==> src/logic/sic_params.svh <==
// register offsets, field positions, reset values and timing constants
`ifndef SIC_PARAMS_SVH
`define SIC_PARAMS_SVH
`define SIC_ADDR_W          4
`define SIC_OFF_STATUS      4'h0
`define SIC_OFF_CONTROL     4'h1
`define SIC_OFF_CAPCTL      4'h2
`define SIC_OFF_COMPARE     4'h3
`define SIC_OFF_CAPTURE_LO  4'h4
`define SIC_OFF_CAPTURE_HI  4'h5
`define SIC_OFF_MEASSTAT    4'h6
`define SIC_BIT_MLEVEL      1
`define SIC_BIT_MEDGE       0
`define SIC_BIT_MON         3
`define SIC_SEL_HI          2
`define SIC_SEL_LO          1
`define SIC_BIT_GO          0
`define SIC_CCH_HI          5
`define SIC_CCH_LO          3
`define SIC_CUR_HI          1
`define SIC_CUR_LO          0
`define SIC_RST_BYTE        8'h00
`define SIC_RST_CMP         8'h01
`define SIC_RST_CNT         16'h0000
`define SIC_PULSE_NS        200
`define SIC_CLK_NS          100
`define SIC_PULSE_CYC       ((`SIC_PULSE_NS + `SIC_CLK_NS - 1) / `SIC_CLK_NS)
`endif

==> src/logic/sic_pkg.sv <==
// types shared by the sensor interface control block
package sic_pkg;
	typedef enum logic [1:0] {
		SIC_STAGE_OFF  = 2'b00,
		SIC_STAGE_CAP  = 2'b01,
		SIC_STAGE_RSVD = 2'b10,
		SIC_STAGE_VOLT = 2'b11
	} sic_stage_e;
	typedef enum logic [1:0] {
		SIC_MS_IDLE = 2'b00,
		SIC_MS_RUN  = 2'b01,
		SIC_MS_DONE = 2'b10
	} sic_meas_e;
endpackage : sic_pkg

==> src/logic/sic_top.sv <==
// sensor interface control: status, control, converter steering, timing
//
// The address-and-strobe port and the register addresses were chosen for this implementation.
`timescale 1ns/10ps
`default_nettype none
`include "sic_params.svh"
module sic_top #(
	parameter int CNT_W = 16    // width of the fast capture counter
) (
	input  wire logic                   clk_i,         // 10 MHz core clock
	input  wire logic                   arst_n_i,      // async reset, low
	input  wire logic [`SIC_ADDR_W-1:0] addr_i,        // register index
	input  wire logic [7:0]             wdata_i,       // write data
	input  wire logic                   wr_i,          // write strobe
	input  wire logic                   rd_i,          // read strobe
	output logic      [7:0]             rdata_o,       // read data, next cycle
	input  wire logic                   motion_cmp_i,  // sensor below reference
	input  wire logic                   cap_cmp_i,     // cap comparator trip
	input  wire logic                   volt_cmp_i,    // volt comparator trip
	input  wire logic                   meas_tick_i,   // fast measure clock tick
	input  wire logic                   motion_vec_i,  // motion vector executed
	input  wire logic                   glob_ie_i,     // global irq enable
	input  wire logic                   motion_mask_i, // motion irq mask
	output logic                        motion_irq_o,  // motion irq request
	output logic                        motion_on_o,   // motion unit power
	output logic                        cap_on_o,      // cap unit power
	output logic                        volt_on_o,     // volt unit power
	output logic [2:0]                  cap_chan_o,    // capacitance mux pick
	output logic [1:0]                  charge_cur_o,  // charge current pick
	output logic                        discharge_o,   // discharge switch
	output logic                        pulse_out_o,   // pulse to count2
	output logic                        busy_o         // measurement running
);
	// mode and state
	sic_pkg::sic_stage_e stage;
	sic_pkg::sic_meas_e  meas_reg;

	// register storage
	logic [7:0]       control_reg;      // motion on, stage, start
	logic [7:0]       capctl_reg;       // channel and current
	logic [7:0]       compare_reg;      // count2 compare value
	logic             motion_q_reg;     // previous motion level
	logic             edge_flag_reg;    // sticky rising-edge flag
	logic [7:0]       cnt2_reg;         // converter pulse counter
	logic [CNT_W-1:0] cnt3_reg;         // fast timer
	logic [CNT_W-1:0] capture_reg;      // latched fast count
	logic             trip_q_reg;       // previous comparator level
	logic [2:0]       stretch_reg;      // trip pulse width counter
	logic             pulse_reg;        // registered pulse output

	// decoded helpers
	logic motion_level;
	logic trip;
	logic trip_rise;
	logic go_wr;
	logic stop_wr;
	logic match;

	// byte write decode shared by all writable registers
	function automatic logic hit(input logic [`SIC_ADDR_W-1:0] off);
		hit = wr_i && (addr_i == off);
	endfunction : hit

	assign stage = sic_pkg::sic_stage_e'(control_reg[`SIC_SEL_HI:`SIC_SEL_LO]);

	// motion unit output only valid while enabled
	assign motion_level = control_reg[`SIC_BIT_MON] & motion_cmp_i;

	// steer the converter power; reserved code keeps both off
	assign motion_on_o = control_reg[`SIC_BIT_MON];
	assign cap_on_o  = (stage == sic_pkg::SIC_STAGE_CAP);
	assign volt_on_o = (stage == sic_pkg::SIC_STAGE_VOLT);
	assign cap_chan_o   = capctl_reg[`SIC_CCH_HI:`SIC_CCH_LO];
	assign charge_cur_o = capctl_reg[`SIC_CUR_HI:`SIC_CUR_LO];

	// selector: comparator of the enabled stage only
	always_comb begin
		case (stage)
			sic_pkg::SIC_STAGE_CAP:  trip = cap_cmp_i;
			sic_pkg::SIC_STAGE_VOLT: trip = volt_cmp_i;
			default:                 trip = 1'b0;
		endcase
	end
	assign trip_rise = trip & ~trip_q_reg;

	// discharge follows the shaped trip pulse; fixed width set by SIC_PULSE_CYC
	assign discharge_o = pulse_reg;

	assign go_wr   = hit(`SIC_OFF_CONTROL) & wdata_i[`SIC_BIT_GO];
	assign stop_wr = hit(`SIC_OFF_CONTROL) & ~wdata_i[`SIC_BIT_GO];
	// match on the rising trip that brings count2 up to the compare value;
	// a late test on the stretched pulse would miss trips that stay high
	assign match   = (meas_reg == sic_pkg::SIC_MS_RUN) && trip_rise &&
		(cnt2_reg + 8'h01 >= compare_reg);
	assign busy_o  = (meas_reg == sic_pkg::SIC_MS_RUN);
	assign pulse_out_o = pulse_reg;

	// irq request gated by mask and global enable
	assign motion_irq_o = edge_flag_reg & motion_mask_i & glob_ie_i;

	// control register; start bit drops when measurement completes
	always_ff @(posedge clk_i or negedge arst_n_i) begin
		if (!arst_n_i) begin
			control_reg <= `SIC_RST_BYTE;
		end else if (hit(`SIC_OFF_CONTROL)) begin
			control_reg <= {4'h0, wdata_i[3:0]};
		end else if (match) begin
			control_reg[`SIC_BIT_GO] <= 1'b0;
		end
	end

	// capacitance control and compare value
	always_ff @(posedge clk_i or negedge arst_n_i) begin
		if (!arst_n_i) begin
			capctl_reg  <= `SIC_RST_BYTE;
			compare_reg <= `SIC_RST_CMP;
		end else begin
			if (hit(`SIC_OFF_CAPCTL)) begin
				// bit 2 has no function, bits 7..6 reserved
				capctl_reg <= {2'b00, wdata_i[5:3], 1'b0, wdata_i[1:0]};
			end
			if (hit(`SIC_OFF_COMPARE)) begin
				compare_reg <= wdata_i;
			end
		end
	end

	// motion edge flag: hardware set wins over any clear
	always_ff @(posedge clk_i or negedge arst_n_i) begin
		if (!arst_n_i) begin
			motion_q_reg  <= 1'b0;
			edge_flag_reg <= 1'b0;
		end else begin
			motion_q_reg <= motion_level;
			if (motion_level & ~motion_q_reg) begin
				edge_flag_reg <= 1'b1;
			end else if (motion_vec_i) begin
				edge_flag_reg <= 1'b0;
			end else if (hit(`SIC_OFF_STATUS) && wdata_i[`SIC_BIT_MEDGE]) begin
				edge_flag_reg <= 1'b0;
			end
		end
	end

	// pulse shaper: each trip gives one fixed-width pulse, so short volt
	// trips are never missed by the counter
	always_ff @(posedge clk_i or negedge arst_n_i) begin
		if (!arst_n_i) begin
			trip_q_reg  <= 1'b0;
			stretch_reg <= 3'h0;
			pulse_reg   <= 1'b0;
		end else begin
			trip_q_reg <= trip;
			if (trip_rise) begin
				stretch_reg <= 3'(`SIC_PULSE_CYC);
				pulse_reg   <= 1'b1;
			end else if (stretch_reg > 3'h1) begin
				stretch_reg <= stretch_reg - 3'h1;
			end else begin
				stretch_reg <= 3'h0;
				pulse_reg   <= 1'b0;
			end
		end
	end

	// measurement sequencer
	always_ff @(posedge clk_i or negedge arst_n_i) begin
		if (!arst_n_i) begin
			meas_reg <= sic_pkg::SIC_MS_IDLE;
		end else begin
			case (meas_reg)
				sic_pkg::SIC_MS_IDLE: begin
					if (go_wr) begin
						meas_reg <= sic_pkg::SIC_MS_RUN;
					end
				end
				sic_pkg::SIC_MS_RUN: begin
					if (stop_wr) begin
						meas_reg <= sic_pkg::SIC_MS_IDLE;
					end else if (match) begin
						meas_reg <= sic_pkg::SIC_MS_DONE;
					end
				end
				sic_pkg::SIC_MS_DONE: begin
					if (go_wr) begin
						meas_reg <= sic_pkg::SIC_MS_RUN;
					end else if (stop_wr) begin
						meas_reg <= sic_pkg::SIC_MS_IDLE;
					end
				end
				default: meas_reg <= sic_pkg::SIC_MS_IDLE;
			endcase
		end
	end

	// count2 counts rising trip edges; count3 counts fast ticks, both from start
	always_ff @(posedge clk_i or negedge arst_n_i) begin
		if (!arst_n_i) begin
			cnt2_reg <= 8'h00;
			cnt3_reg <= `SIC_RST_CNT;
		end else if (go_wr && meas_reg != sic_pkg::SIC_MS_RUN) begin
			cnt2_reg <= 8'h00;
			cnt3_reg <= `SIC_RST_CNT;
		end else if (meas_reg == sic_pkg::SIC_MS_RUN && !match) begin
			if (trip_rise) begin
				cnt2_reg <= cnt2_reg + 8'h01;
			end
			if (meas_tick_i) begin
				cnt3_reg <= cnt3_reg + CNT_W'(1);
			end
		end
	end

	// capture of the fast count on compare match
	always_ff @(posedge clk_i or negedge arst_n_i) begin
		if (!arst_n_i) begin
			capture_reg <= `SIC_RST_CNT;
		end else if (match) begin
			capture_reg <= cnt3_reg;
		end
	end

	// read port, data one cycle after the strobe
	always_ff @(posedge clk_i or negedge arst_n_i) begin
		if (!arst_n_i) begin
			rdata_o <= `SIC_RST_BYTE;
		end else if (rd_i) begin
			case (addr_i)
				`SIC_OFF_STATUS:
					rdata_o <= {6'h00, motion_level, edge_flag_reg};
				`SIC_OFF_CONTROL:    rdata_o <= control_reg;
				`SIC_OFF_CAPCTL:     rdata_o <= capctl_reg;
				`SIC_OFF_COMPARE:    rdata_o <= compare_reg;
				`SIC_OFF_CAPTURE_LO: rdata_o <= capture_reg[7:0];
				`SIC_OFF_CAPTURE_HI: rdata_o <= 8'(capture_reg >> 8);
				`SIC_OFF_MEASSTAT:   rdata_o <= {6'h00, meas_reg};
				default:             rdata_o <= 8'h00;
			endcase
		end else begin
			rdata_o <= 8'h00;
		end
	end
endmodule : sic_top
`default_nettype wire

==> config.mk <==
export PLATFORM = sky130hd
export DESIGN_NAME = sic_top
export DESIGN_NICKNAME = d
export VERILOG_FILES = /design/src/logic/sic_pkg.sv /design/src/logic/sic_top.sv
export VERILOG_INCLUDE_DIRS = /design/src /design/src/logic
export SDC_FILE = /design/constraint.sdc
export NUM_CORES = 1
export LEC_CHECK = 0
export ABC_AREA = 1
export BUFFER_PORTS_ARGS = -buffer_cell sky130_fd_sc_hd__buf_2
export CAP_MARGIN = 30
export CORE_MARGIN = 2
export CORE_UTILIZATION = 45
export CTS_CLUSTER_SIZE = 30
export DETAILED_ROUTE_END_ITERATION = 6
export GPL_ROUTABILITY_DRIVEN = 0
export PLACE_DENSITY_LB_ADDON = 0.08
export SLEW_MARGIN = 20
export SYNTH_ARGS = -nofsm -noshare
export SYNTH_HDL_FRONTEND = slang
export SYNTH_SLANG_ARGS = --single-unit
==> constraint.sdc <==
create_clock -name clk_i -period 2.3 [get_ports clk_i]
set_input_delay 0.23 -clock clk_i [delete_from_list [all_inputs] [get_ports clk_i]]
set_output_delay 0.23 -clock clk_i [all_outputs]
set_load 0.02 [all_outputs]
==> results by group <==
Outcome
  • Status: complete, no violations

Setup path
  • Cells on worst reg2reg path: 14
  • WS Path Type: register to register
  • FF-to-FF Start: cnt2_reg[1]
  • Worst R2R End: cnt3_reg[13]
  • Worst Path Arrival: ~2500 ps
  • Startpoint Class: register
  • CP Capture Type: register
  • CP max FO: 8
  • Register-to-register setup slack: about 11 ps
  • CP required: around 2500 ps

Yosys
  • Main synth FF type: dfrtp_1
  • Post-Synthesis Cells: 473
  • Synth unique cells: 36
  • Synth top area cells: dfrtp_1 (47%), nand2_1 (14%), inv_1 (5.8%)
  • Leading area contributor after synthesis: dfrtp_1
  • Top post-synthesis cells by count: nand2_1 (143), dfrtp_1 (73), inv_1 (60)
  • Count leader, synth: nand2_1
  • Post-synthesis cell area: ~3900 sq um
  • Yosys warns: 0
  • Fraction of registers with async set or reset after synthesis: 100.0%
  • Part of the Yosys area used for sequential elements: 47.85%
  • Mean post-synth cell area: 8.187 sq um
  • Post-synth EDFFs: 0
  • Synth Net Count: 508
  • Yosys top cell area share: 47.17%
  • Synthesis-stage register bit count: 74

Die
  • Placeable Area: 8299 sq um
  • Die Span Y: 96.77 um
  • Die Span X: 96.77 um
  • Initial Utilization: 46.66%
  • Ports: 43
  • Die area: between 9000 and 10000 sq um
  • Rows: 33

Clock tree
  • Num CTS Buffers: 9
  • CTS Sinks: 74
  • CTS clk-pin slew, worst paths: ~80 ps
  • CTS tree: built
  • Worst-case clock buffer depth: 2
  • Clk_lat worst skew: 350 ps
  • Root Buffer: clkbuf_8
  • H-tree depth: 3

STA
  • Worst setup margin: 10.82 ps
  • Final setup viols: 0
  • Max Clock Freq: 0.4368 GHz
  • Slew HR: 68.79%
  • Slew Viols, Final: 0
  • Clock skew: roughly 11 ps
  • Final Hold Viols: 0
  • Setup TNS: 0 ps
  • Final Critical Period: 2289 ps
  • RSZ-0062 raised after global routing: yes
  • Fin Hold WS: 75.26 ps
  • Final worst path period share: 99.53%
  • Slew @ Worst Pin: around 470 ps

Placement
  • Place WS: -75.28 ps
  • HPWL after DPL: 6895 um
  • I/O Buffers: 42

Finish
  • Multi-input logic area: 1745 sq um
  • Nets@finish: roughly 580
  • Ant. Diodes: 0
  • Seq. cell area: 1853 sq um
  • Final core occ: approximately 55%
  • Fill cells: 788
  • Layout cells sized above 1: about a fifth
  • Area grow syn2layout: 18.26%

Drt
  • Via density: 4.952
  • Antenna Violating Nets Remaining: 0
  • Max Used Layer: met4
  • Drt first pass iters: 4
  • DRT iter0 DRCs: 135
  • Vias: 3224
  • M1 WL: around 4400 um
  • DR DRC count: 0
  • Met3 WL: 286 um
  • WL/cell: 13.92 um
  • Met2 routed WL: 4198 um
  • Total wire length: 9060 um

Pwr
  • Total Power: ~4.0 mW
  • Power Density: 872.5 nW/um^2
  • Leak: 2.407 nW
  • VDD IR-drop max: approximately 0.00043 V

GRT
  • Tot GR Track Use: 20.37%
  • Largest net degree at the start of global routing: 41
  • Initial antenna violation count: 0
  • Vias in the first global route: slightly above 3000
  • First-pass GRT wire length: between 15000 and 20000 um
  • Total grt overflow: 0

Min path
  • Worst hold path depth: 2
  • Hold Path Origin: motion_vec_i
  • Hold Path Class: primary input to register
  • Worst Hold Endpoint: edge_flag_reg

Job
  • Maximum Capacitance Violations: 0
[cells by family (layout without fill, tap and decap cells)]
group / count (synthesis) / in the layout / share of synthesized area (%)
AOI/OAI and AO/OA: 59 / 59 / 8.530
xor gates and xnor gates: 18 / 18 / 4.071
adders and majority gates: 12 / 12 / 3.877
buffers and inverters: 74 / 147 / 8.045
DFF: 74 / 74 / 47.85
and+or+nand+nor: 236 / 236 / 27.63
[critical path, stage by stage, from the launching register on]
cell	delay (ps)
dfrtp_1	400
nand3_2	100
nor2_2	140
nand3_2	90
nor2_2	130
xor2_1	200
ha_1	270
a21oi_1	140
o21a_1	140
nand2_2	60
nand2_4	80
nand3_4	140
buf_12	180
nand3_1	60
nand2_1	60
[cell usage in the layout, fill, tap and decap left out, types with 2 or more instances in the layout]
cell and count:
nand2_1 140, dfrtp_1 73, inv_1 58, buf_2 41, nand3_1 32, o21ai_0 28
nor2_1 25, buf_4 20, xor2_1 16, ha_1 11, a21oi_1 10, o21ai_1 10
clkbuf_8 10, nand2_2 8, nor3_1 7, nor2_4 6, inv_2 5, a41oi_1 4
nand3_2 3, nor2_2 3, o211ai_1 3, nand2_4 3, nand4_1 3, clkinv_2 3
inv_4 2, buf_12 2, buf_6 2
[worst max path at each step]
stage / from / endpoint / slack, ps / depth (start not counted)
after floorplan: cnt2_reg[0] / cnt3_reg[4] / 130 / 14
after global placement: cnt2_reg[0] / capture_reg[11] / 7 / 13
after detailed placement: cnt2_reg[0] / capture_reg[9] / -80 / 12
after CTS: cnt2_reg[1] / capture_reg[1] / -3 / 13
after global routing: cnt2_reg[1] / cnt3_reg[3] / -150 / 14
final: cnt2_reg[1] / cnt3_reg[13] / 10 / 14
[report_power, final]
group | leakage [nW] | internal, mW | switching (mW)
clock | 0.0891 | 0.418 | 0.504
sequential | 0.978 | 1.54 | 0.194
combinational | 1.34 | 0.544 | 0.800
total | 2.41 | 2.50 | 1.50
[metal layers]
| layer | track usage [%] | vias to the layer above |
|---|---|---|
| li1 | - | 1636 |
| met1 | 29.25 | 1531 |
| met2 | 31.57 | 48 |
| met3 | 3.251 | 9 |
| met4 | 6.934 | 0 |
| met5 | 0 | - |
[timing repair]
item | 4_1_cts | 5_1_grt
endpoints found under the setup margin | 28 | 41
hold buffers | 1 | 0
endpoints found under the hold margin | 33 | 0
buffers inserted | 2 | 1
pin swaps | 1 | 10
resized for setup | 2 | 16
[final cells by class]
cell class	instances	area share [%]
tap	105	2.869
inverter	65	5.437
sequential	74	40.46
clock inverter	5	0.6831
multi-input combinational	325	38.11
clock buffer	11	3.087
timing repair buffer	66	9.344
[per-stage QoR]
stage	std cells	instance area (sq um)
2_1_floorplan	473	3872
3_3_place_gp	631	4329
3_5_place_dp	631	4329
4_1_cts	650	4529
5_1_grt	651	4579
6_report	651	4579
Power figures use the tool's default switching activity.
